## config.mk

```make
export PLATFORM = sky130hd
export DESIGN_NAME = tdmp_port
export DESIGN_NICKNAME = d
export VERILOG_FILES = /design/src/hdl/tdmp_pkg.sv /design/src/hdl/tdmp_sync_edge.sv /design/src/hdl/tdmp_port.sv
export VERILOG_INCLUDE_DIRS = /design/src /design/src/hdl
export SDC_FILE = /design/constraint.sdc
export NUM_CORES = 1
export LEC_CHECK = 0
export BUFFER_PORTS_ARGS = -buffer_cell sky130_fd_sc_hd__buf_2
export CORE_MARGIN = 2
export CORE_UTILIZATION = 40
export CTS_BUF_LIST = sky130_fd_sc_hd__clkbuf_4
export DETAILED_ROUTE_END_ITERATION = 12
export MAX_ROUTING_LAYER = met4
export PLACE_DENSITY = 0.71
export SYNTH_ARGS = -nofsm -noshare
export SYNTH_HDL_FRONTEND = slang
export SYNTH_HIERARCHICAL = 1
export SYNTH_SLANG_ARGS = --single-unit
```

## constraint.sdc

```tcl
create_clock -name core_clk -period 2.5 [get_ports core_clk]
set_input_delay 0.375 -clock core_clk [delete_from_list [all_inputs] [get_ports core_clk]]
set_output_delay 0.375 -clock core_clk [all_outputs]
set_load 0.02 [all_outputs]
```

## src/hdl/tdmp_cfg.svh

```systemverilog
`ifndef TDMP_CFG_SVH
`define TDMP_CFG_SVH

`define TDMP_BUS_CLK_KHZ      4096
`define TDMP_FRAME_KHZ        8
`define TDMP_FRAME_LCLKS      (`TDMP_BUS_CLK_KHZ / `TDMP_FRAME_KHZ)
`define TDMP_CNT_W            9
`define TDMP_LAST_LCLK        9'h1FF
`define TDMP_CHANNELS         32
`define TDMP_BITS_PER_CHAN    8
`define TDMP_LCLKS_PER_BIT    2
`define TDMP_T1_FRAME_BITS    193
`define TDMP_T1_PAYLOAD_BITS  192
`define TDMP_T1_SLOTS         5'h18
`define TDMP_ISDN_GROUPED_CH  5'h17
`define TDMP_ISDN_SPACED_CH   5'h1F
`define TDMP_E1_FRAMING_CH    5'h00
`define TDMP_E1_SIGNAL_CH     5'h10
`define TDMP_NUM_RX_CLOCKS    4'h8
`define TDMP_NUM_REF_CLOCKS   4'h4
`define TDMP_CHAN_START       4'h0
`define TDMP_CHAN_LAST_SAMPLE 4'hF

`endif

```

## src/hdl/tdmp_pkg.sv

```systemverilog
package tdmp_pkg;
    typedef logic [4:0] tdmp_chan_t;
    typedef logic [3:0] tdmp_src_t;
    typedef logic [8:0] tdmp_count_t;
endpackage

```

## src/hdl/tdmp_sync_edge.sv

```systemverilog
`timescale 1ns/100ps
module tdmp_sync_edge (
    input  wire logic core_clk,
    input  wire logic reset,
    input  wire logic async_in,
    output logic      level,
    output logic      rise
);
    logic meta;
    logic last;

    always_ff @(posedge core_clk) begin
        if (reset) begin
            meta  <= 1'b0;
            level <= 1'b0;
            last  <= 1'b0;
        end else begin
            meta  <= async_in;
            level <= meta;
            last  <= level;
        end
    end

    assign rise = level & ~last;
endmodule

```

## src/hdl/tdmp_port.sv

```systemverilog
// Overview of operation
// T1 bus mode: external timing takes tx clock and pulse in; internal drives them.
// Receive bit clock and frame pulse are always inputs from the framer.
// A T1 frame is one framing bit plus 24 timeslots of 8 bits.
// Bus frame has 32 channels; a setting picks T1 spaced or grouped mapping.
// Spaced mapping leaves every fourth channel from 0 empty; timeslots fill the rest.
// Grouped mapping puts timeslots 1 to 24 on channels 0 to 23.
// Transmit data is high impedance in every unused channel.
// Bus clock is 4.096 MHz with an 8 kHz frame pulse.
// Internal tx clock comes from one of eight receive or four reference clocks.
// The selected source must already be a valid 4.096 MHz bus clock.
// Generated tx frame pulse derives from tx clock, independent of other pulses.
// ISDN option drops T1 timeslot 24 on both directions.
// E1 uses 30 channels, skipping channels 0 and 16.
// E1 bus mode: external timing takes tx clock and pulse in; internal drives them.
// One direction bit turns tx clock and pulse between input and output.
// A pulse at an unexpected frame time sets a sticky error and realigns.
// Bits go most significant first; the pulse marks the start of channel 0.
`timescale 1ns/100ps
`include "tdmp_cfg.svh"
module tdmp_port (
    input  wire logic               core_clk,
    input  wire logic               reset,
    input  wire logic               link_is_e1,
    input  wire logic               t1_grouped,
    input  wire logic               t1_isdn,
    input  wire logic               tx_timing_internal,
    input  wire tdmp_pkg::tdmp_src_t tx_clock_select,
    input  wire logic [7:0]         rx_bit_clock_pool,
    input  wire logic [3:0]         external_ref_clock,
    input  wire logic               rx_bit_clock,
    input  wire logic               rx_frame_pulse_n,
    input  wire logic               serial_rx_data,
    input  wire logic               tx_bit_clock_in,
    input  wire logic               tx_frame_pulse_n_in,
    input  wire logic [7:0]         tx_byte,
    input  wire logic               sync_error_clear,
    output logic                    tx_bit_clock_out,
    output logic                    tx_bit_clock_oe,
    output logic                    tx_frame_pulse_n_out,
    output logic                    tx_frame_pulse_n_oe,
    output logic                    serial_tx_data_out,
    output logic                    serial_tx_data_oe,
    output logic                    tx_byte_take,
    output logic [7:0]              rx_byte,
    output logic                    rx_byte_valid,
    output logic                    rx_sync_error,
    output logic                    tx_sync_error
);
    import tdmp_pkg::*;

    // True when the channel carries payload under the current mapping.
    function automatic logic chan_used(input tdmp_chan_t ch, input logic e1,
                                       input logic grouped, input logic isdn);
        logic e1_used;
        logic grouped_used;
        logic spaced_used;
        logic isdn_slot;
        e1_used      = (ch != `TDMP_E1_FRAMING_CH) && (ch != `TDMP_E1_SIGNAL_CH);
        grouped_used = ch < `TDMP_T1_SLOTS;
        spaced_used  = ch[1:0] != 2'h0;
        // Timeslot 24 sits on a different channel in each T1 mapping.
        isdn_slot    = grouped ? (ch == `TDMP_ISDN_GROUPED_CH) : (ch == `TDMP_ISDN_SPACED_CH);
        if (e1) begin
            return e1_used;
        end
        if (isdn && isdn_slot) begin
            return 1'b0;
        end
        return grouped ? grouped_used : spaced_used;
    endfunction

    // Next frame position: a low pulse seen at an edge makes that same edge position 0 of the frame.
    function automatic tdmp_count_t next_count(input tdmp_count_t cnt, input logic fp_low);
        return fp_low ? '0 : tdmp_count_t'(cnt + 9'h001);
    endfunction

    wire src_is_rx  = tx_clock_select < `TDMP_NUM_RX_CLOCKS;
    wire src_is_ref = tx_clock_select < (`TDMP_NUM_RX_CLOCKS + `TDMP_NUM_REF_CLOCKS);
    // The source must itself run at the bus rate; there is no synthesis here.
    wire src_raw    = src_is_rx  ? rx_bit_clock_pool[tx_clock_select[2:0]] :
                      src_is_ref ? external_ref_clock[tx_clock_select[1:0]] : 1'b0;

    logic sel_level, sel_rise, txc_rise, txf_level, rxc_rise, rxf_level, rxd_level;

    tdmp_sync_edge u_sel (.core_clk(core_clk), .reset(reset), .async_in(src_raw),
                          .level(sel_level), .rise(sel_rise));
    tdmp_sync_edge u_txc (.core_clk(core_clk), .reset(reset), .async_in(tx_bit_clock_in),
                          .level(), .rise(txc_rise));
    tdmp_sync_edge u_txf (.core_clk(core_clk), .reset(reset), .async_in(tx_frame_pulse_n_in),
                          .level(txf_level), .rise());
    tdmp_sync_edge u_rxc (.core_clk(core_clk), .reset(reset), .async_in(rx_bit_clock),
                          .level(), .rise(rxc_rise));
    tdmp_sync_edge u_rxf (.core_clk(core_clk), .reset(reset), .async_in(rx_frame_pulse_n),
                          .level(rxf_level), .rise());
    tdmp_sync_edge u_rxd (.core_clk(core_clk), .reset(reset), .async_in(serial_rx_data),
                          .level(rxd_level), .rise());

    tdmp_count_t tx_cnt;
    tdmp_count_t rx_cnt;
    logic        tx_locked;
    logic        rx_locked;
    logic [7:0]  tx_shift;
    logic [6:0]  rx_shift;

    // Direction bit selects which clock and pulse time the transmit side.
    wire tx_edge   = tx_timing_internal ? sel_rise : txc_rise;
    wire tx_fp_low = tx_timing_internal ? ~tx_frame_pulse_n_out : ~txf_level;
    wire tx_misfit = ~tx_timing_internal && tx_fp_low && tx_locked
                     && (tx_cnt != `TDMP_LAST_LCLK);
    wire rx_fp_low = ~rxf_level;
    wire rx_misfit = rx_fp_low && rx_locked && (rx_cnt != `TDMP_LAST_LCLK);

    wire tdmp_count_t next_tx_cnt = next_count(tx_cnt, tx_fp_low);
    wire tdmp_count_t next_rx_cnt = next_count(rx_cnt, rx_fp_low);
    wire tdmp_chan_t  tx_chan     = next_tx_cnt[8:4];
    wire tdmp_chan_t  rx_chan     = next_rx_cnt[8:4];
    wire tx_used = chan_used(tx_chan, link_is_e1, t1_grouped, t1_isdn);
    wire rx_used = chan_used(rx_chan, link_is_e1, t1_grouped, t1_isdn);
    wire tx_chan_start = next_tx_cnt[3:0] == `TDMP_CHAN_START;
    wire tx_bit_start  = ~next_tx_cnt[0];
    wire rx_mid_bit    = next_rx_cnt[0];
    wire rx_chan_end   = next_rx_cnt[3:0] == `TDMP_CHAN_LAST_SAMPLE;

    // Regenerated clock: a synchronised copy of the source, so it lags the source slightly.
    always_ff @(posedge core_clk) begin
        if (reset) begin
            tx_bit_clock_out <= 1'b0;
        end else begin
            tx_bit_clock_out <= tx_timing_internal & sel_level;
        end
    end

    // Pin directions follow the direction bit one cycle late.
    always_ff @(posedge core_clk) begin
        if (reset) begin
            tx_bit_clock_oe     <= 1'b0;
            tx_frame_pulse_n_oe <= 1'b0;
        end else begin
            tx_bit_clock_oe     <= tx_timing_internal;
            tx_frame_pulse_n_oe <= tx_timing_internal;
        end
    end

    // Transmit framing and serialiser.
    always_ff @(posedge core_clk) begin
        if (reset) begin
            tx_cnt               <= `TDMP_LAST_LCLK;
            tx_locked            <= 1'b0;
            tx_frame_pulse_n_out <= 1'b1;
            tx_shift             <= 8'h00;
            serial_tx_data_out   <= 1'b0;
            serial_tx_data_oe    <= 1'b0;
            tx_byte_take         <= 1'b0;
        end else begin
            tx_byte_take <= 1'b0;
            if (tx_edge) begin
                tx_cnt <= next_tx_cnt;
                if (tx_fp_low) begin
                    tx_locked <= 1'b1;
                end
                // Free running from the chosen clock, never tied to receive timing.
                tx_frame_pulse_n_out <= ~(tx_timing_internal
                                          && next_tx_cnt == `TDMP_LAST_LCLK);
                if (tx_chan_start) begin
                    serial_tx_data_oe <= tx_used;
                    if (tx_used) begin
                        tx_shift           <= tx_byte;
                        serial_tx_data_out <= tx_byte[7];
                        tx_byte_take       <= 1'b1;
                    end
                end else if (tx_bit_start) begin
                    tx_shift           <= {tx_shift[6:0], 1'b0};
                    serial_tx_data_out <= tx_shift[6];
                end
            end
            if (!tx_timing_internal) begin
                // A flip to external timing must not leave a generated low pulse standing.
                tx_frame_pulse_n_out <= 1'b1;
            end
        end
    end

    // Receive framing and deserialiser.
    always_ff @(posedge core_clk) begin
        if (reset) begin
            rx_cnt        <= `TDMP_LAST_LCLK;
            rx_locked     <= 1'b0;
            rx_shift      <= 7'h00;
            rx_byte       <= 8'h00;
            rx_byte_valid <= 1'b0;
        end else begin
            rx_byte_valid <= 1'b0;
            if (rxc_rise) begin
                rx_cnt <= next_rx_cnt;
                if (rx_fp_low) begin
                    rx_locked <= 1'b1;
                end
                if (rx_mid_bit) begin
                    rx_shift <= {rx_shift[5:0], rxd_level};
                    if (rx_chan_end && rx_used) begin
                        rx_byte       <= {rx_shift, rxd_level};
                        rx_byte_valid <= 1'b1;
                    end
                end
            end
        end
    end

    // Sticky errors; a new misfit in the clearing cycle wins over the clear.
    always_ff @(posedge core_clk) begin
        if (reset) begin
            rx_sync_error <= 1'b0;
            tx_sync_error <= 1'b0;
        end else begin
            rx_sync_error <= (rx_sync_error & ~sync_error_clear) | (rxc_rise & rx_misfit);
            tx_sync_error <= (tx_sync_error & ~sync_error_clear) | (tx_edge & tx_misfit);
        end
    end
endmodule

```

==> results of run 1 <==
[final cells by class]
cell class | count | area, µm²
fillers | 769 | 3820
multi-input cells | 266 | 1760
flip-flops and latches | 66 | 1321
repair buffers | 87 | 520.5
well taps | 102 | 127.6
clock buffers | 11 | 82.58
clock inverters | 4 | 43.79
inverters | 3 | 11.26
[cells in the final DEF, fill, tap and decap left out, drive strengths merged, types with 9 or more instances in the layout]
| cell type | instances |
|---|---|
| buf | 87 |
| dfxtp | 66 |
| nand2 | 65 |
| nor2b | 28 |
| mux2i | 19 |
| o21ai | 17 |
| a21oi | 16 |
| nor2 | 15 |
| nand3 | 12 |
| clkbuf | 11 |
| o211ai | 9 |
[through the flow]
stage | cells | total power [mW]
after floorplan | 357 | 1.425
after global placement | 521 | 1.585
after detailed placement | 521 | 1.596
after CTS | 536 | 2.269
after global routing | 539 | 2.380
final | 539 | 2.254
[flip-flops by register name (all words and copies together) (netlist names), 7 cells and up]
name,cells
rx_byte,8
tx_shift,7
tx_cnt,9
rx_cnt,9
rx_shift,7
[worst max-delay path by stage]
stage                        from                  to  slack (ps)  cells after the start
2_1_floorplan           tx_cnt[1]  serial_tx_data_out          20                      9
3_3_place_gp   tx_timing_internal         tx_shift[4]          90                      7
3_5_place_dp   tx_timing_internal         tx_shift[6]          10                      7
4_1_cts                 tx_cnt[0]   serial_tx_data_oe          30                      9
5_1_grt                 tx_cnt[2]         tx_shift[0]          20                      9
6_report                tx_cnt[2]         tx_shift[0]         150                      6
[timing repair]
action,4_1_cts,5_1_grt
buffers inserted,0,3
hold endpoints to repair,0,0
resized for setup,0,7
setup endpoints to repair,0,18
[routing by layer]
| metal | share of wire (%) | track usage, % |
|---|---|---|
| met1 | 42 | 22.58 |
| met2 | 51 | 32.37 |
| met3 | 5.4 | 5.940 |
| met4 | 1.2 | 9.804 |
| met5 | 0 | - |
[power by group through the flow]
stage / registers [mW] / clock network (mW) / logic, mW
floorplan: 1.14 / 0 / 0.283
global placement: 1.14 / 0 / 0.440
detailed placement: 1.15 / 0 / 0.449
CTS: 1.12 / 0.694 / 0.452
global route: 1.13 / 0.740 / 0.509
finish: 1.12 / 0.674 / 0.457
==> flow_summary.toml, run 1 <==
[placement]
gp_congestion = 0.8871
port_buffers = 53
post_dp_cell_area_um2 = 3697
dp_slack_ps = 13.59
place_hpwl_um = 5709

[floorplanning]
io_pins = 54
start_util_pct = 41.10
core_um2 = 7687
rows = 32
fp.dieH_um = 92.87
fp.dieW_um = 92.87
die_area_um2 = 8625

[critical_path]
max_stage_delay_ps = 530
crit_arrival_ps = 2690
startpoint_type = "flip-flop"
crit_chain = "nand3_1, or4_1, and4_1, a211o_1, or4b_1, a21oi_1"
regToRegSetupSlack_ps = 150
end_kind = "flip-flop"
crit_fanout = 5
crit_buf_inv = 0
reg2reg_from = "tx_cnt[2]"
cp_slowest_cell = "or4_1"
cp_top_family = "simple AND/OR/NAND/NOR gates"
required_ps = 2840
r2r-end = "tx_shift[0]"
rr_worst_depth = 6
crit_type = "reg -> reg"

[route]
wl_um = 7671
ant_nets = 0
firstDrtPassIters = 4
drtIter0Drc = 140
viasPerCell = 5.347
drcViolationCount = 0
routedWlPerCell_um = 14.23
num_vias = 2882

[clock_network]
insertion_delay_ps = 400
cts_tree = "done"
numCtsBuffers = 9
htree_num_levels = 3
clock-sinks = 66
cts_root_buf = "clkbuf_4"
cts_buffer_depth = 2
clkTransAtPathRegs_ps = 100
hold_buffers = 0

[power_and_ir_drop]
switching_share_pct = 28.05
p_seq_share_pct = 49.8
p_sw_mw = 0.6322
leakage_nw = 1.608
pwr-share-comb_pct = 20.3
p_per_area_nw_per_um2 = 582.8
p_int_mw = 1.622
power.share.clock_pct = 29.9
max-vdd-ir-drop_uv = 389.6

[sta]
fin_crit_ps = 2350
drv_slew = 0
timing.hold.ws_ps = 187.3
worst_pin_slew_ps = 504.1
hold_viol = 0
fmax_mhz = 425.4
final.setup.tns_ps = 0
maxSlewHeadroom_pct = 66.27
skew_ps = 10.74
rsz0062_at_grt = "no"
finalWorstSetupSlack_ps = 149.5
setup_viol = 0
period_share_pct = 94.02

[global_route]
grt_pass1_vias = 2895
grtUsageTotal_pct = 20.00
antenna_found_initial = 0
overflow = 0
grt_pass1_wl_um = 13250
grt_max_degree = 31

[synthesis]
synth.avg_cell_area_um2 = 8.850
netlist_area_um2 = 3159
ys.warnings.count = 6
synth_nets = 397
syn_inst = 357

[cells_and_area]
syn2layout_area_growth_pct = 22.42
diodes = 0
drive_gt1_share_pct = 28.15
fin_util_pct = 50.31
final_nets = 473
fin_area_um2 = 3867

[min_path]
whs_path_depth = 2
holdPathEnd = "u_rxc/meta"
hp-start = "rx_bit_clock"
holdCritPathClass = "in -> reg"

[outcome]
outcome = "finished clean"

[flow_run]
drv_cap = 0
Note: power is estimated with default switching activity, not from simulation.
==> inputs of run 2 (changes only) <==
--- a/config.mk
+++ b/config.mk
@@ -13,6 +13,7 @@
 export DETAILED_ROUTE_END_ITERATION = 12
 export MAX_ROUTING_LAYER = met4
 export PLACE_DENSITY = 0.71
+export RECOVER_POWER = 25
 export SYNTH_ARGS = -nofsm -noshare
 export SYNTH_HDL_FRONTEND = slang
 export SYNTH_HIERARCHICAL = 1
==> run 2 against run 1 <==
Sequential power is essentially flat. Worst hold slack got worse by 3.1 ps. Die area unchanged. Via count rose by 1.1%. Register-to-register slack is essentially flat. Final cell count did not move. Clock power hardly changed. Non-clock buffer count unchanged. Highest routed layer unchanged.
==> flow_summary.toml, run 2 (synthesis results as in run 1) <==
[sta]
final.setup.tns_ps = 0
fmax_mhz = 424.2
timing.hold.ws_ps = 184.1
fin_crit_ps = 2358
setup_viol = 0
skew_ps = 10.44
drv_slew = 0
maxSlewHeadroom_pct = 56.74
rsz0062_at_grt = "no"
period_share_pct = 94.30
worst_pin_slew_ps = 648.9
hold_viol = 0

[global_route]
grt_max_degree = 31
grt_pass1_vias = 2895
grt_pass1_wl_um = 13250
antenna_found_initial = 0
overflow = 0
grtUsageTotal_pct = 20.00

[floorplanning]
fp.dieH_um = 92.87
io_pins = 54
rows = 32
core_um2 = 7687
die_area_um2 = 8625
fp.dieW_um = 92.87
start_util_pct = 41.10

[route]
detail_route.wirelength.met1_um = 3292
drcViolationCount = 0
ant_nets = 0
num_vias = 2915
drtIter0Drc = 148
wl_met2_um = 3898
top_layer_used = "met4"
firstDrtPassIters = 5
routedWlPerCell_um = 14.31
viasPerCell = 5.408
route.met3.wl_um = 404
wl_um = 7711

[power_and_ir_drop]
max-vdd-ir-drop_uv = 378.2
leakage_nw = 1.597
p_per_area_nw_per_um2 = 584.5

[cells_and_area]
syn2layout_area_growth_pct = 22.06
fin_cells = 539
largestRegisters = "rx_cnt x9, tx_cnt x9, rx_byte x8"
final_nets = 473
final_cell_mix = "dfxtp_1 (66), nand2_1 (65), buf_2 (52), buf_4 (32), nor2b_1 (26)"
multi_input_area_um2 = 1758
ff_latch_area_um2 = 1321
n_fill_cell = 769
drive_gt1_share_pct = 27.23
diodes = 0
layout_commonest_cell = "dfxtp_1"

[clock_network]
htree_num_levels = 3
cts_buffer_depth = 2
numCtsBuffers = 9
cts_root_buf = "clkbuf_4"
hold_buffers = 0
clkTransAtPathRegs_ps = 100
clock-sinks = 66
cts_tree = "done"
insertion_delay_ps = 400

[placement]
place_hpwl_um = 5709
dp.cells = 521
port_buffers = 53
gp_congestion = 0.8871

[outcome]
outcome = "finished clean"

[flow_run]
drv_cap = 0

[critical_path]
end_kind = "flip-flop"
crit_type = "reg -> reg"
required_ps = 2840
crit_arrival_ps = 2700
regToRegSetupSlack_ps = 140
startpoint_type = "flip-flop"
crit_fanout = 5

[min_path]
holdCritPathClass = "in -> reg"
-- run 2: cell types whose count changed in the layout (fill, tap and decap cells not counted) --
cell,before,now
nor2b_2,3,2
buf_2,53,52
buf_4,34,32
nor2b_1,25,26
clkbuf_1,0,3
-- run 2: area by class of cell --
class	count	area share, %
clock buffer	11	2.141
clock inverter	4	1.136
inverter	3	0.2920
multi-input combinational	266	45.59
sequential	66	34.26
tap	102	3.310
timing repair buffer	87	13.27
-- run 2: path summary, 6_finish.rpt --
check / from / to / depth (start not counted)
hold reg to reg: u_rxc/meta / u_rxc/level / 1
setup / recovery: tx_cnt[2] / tx_shift[0] / 6
hold / removal: rx_bit_clock / u_rxc/meta / 2
setup reg to reg: tx_cnt[2] / tx_shift[0] / 6
-- run 2: layer usage --
layer | track usage (%) | vias to the layer above
li1 | - | 1437
met1 | 22.58 | 1385
met2 | 32.37 | 81
met3 | 5.940 | 12
met4 | 9.804 | 0
met5 | - | -
-- run 2: power breakdown --
part / switching, mW / internal (mW) / leakage [nW] / total [mW]
Combinational: 0.245 / 0.211 / 0.985 / 0.456
Clock: 0.359 / 0.316 / 0.0741 / 0.675
Sequential: 0.0302 / 1.09 / 0.538 / 1.12
Total: 0.634 / 1.62 / 1.60 / 2.25
-- run 2: worst max-delay path: stages (launching register included) --
cell and delay (ps):
dfxtp_1 420, nand3_1 180, or4_1 520, and4_1 210, a211o_1 370, or4b_1 480
a21oi_1 120
-- run 2: repair_timing --
| item | in CTS | in global routing |
|---|---|---|
| resized for setup | 0 | 7 |
| setup buffers | 0 | 3 |
| setup endpoints to repair | 0 | 18 |
-- run 2: per-stage QoR --
step | setup WS, ps | cell area, µm² | utilization (%) | power (mW)
after floorplan | 22.59 | 3171 | - | 1.425
after global placement | 93.31 | 3697 | 48.10 | 1.585
after detailed placement | 13.59 | 3697 | 48.10 | 1.596
after CTS | 30.74 | 3824 | 49.74 | 2.269
after global routing | 21.96 | 3856 | 50.16 | 2.378
final | 142.5 | 3856 | 50.16 | 2.254
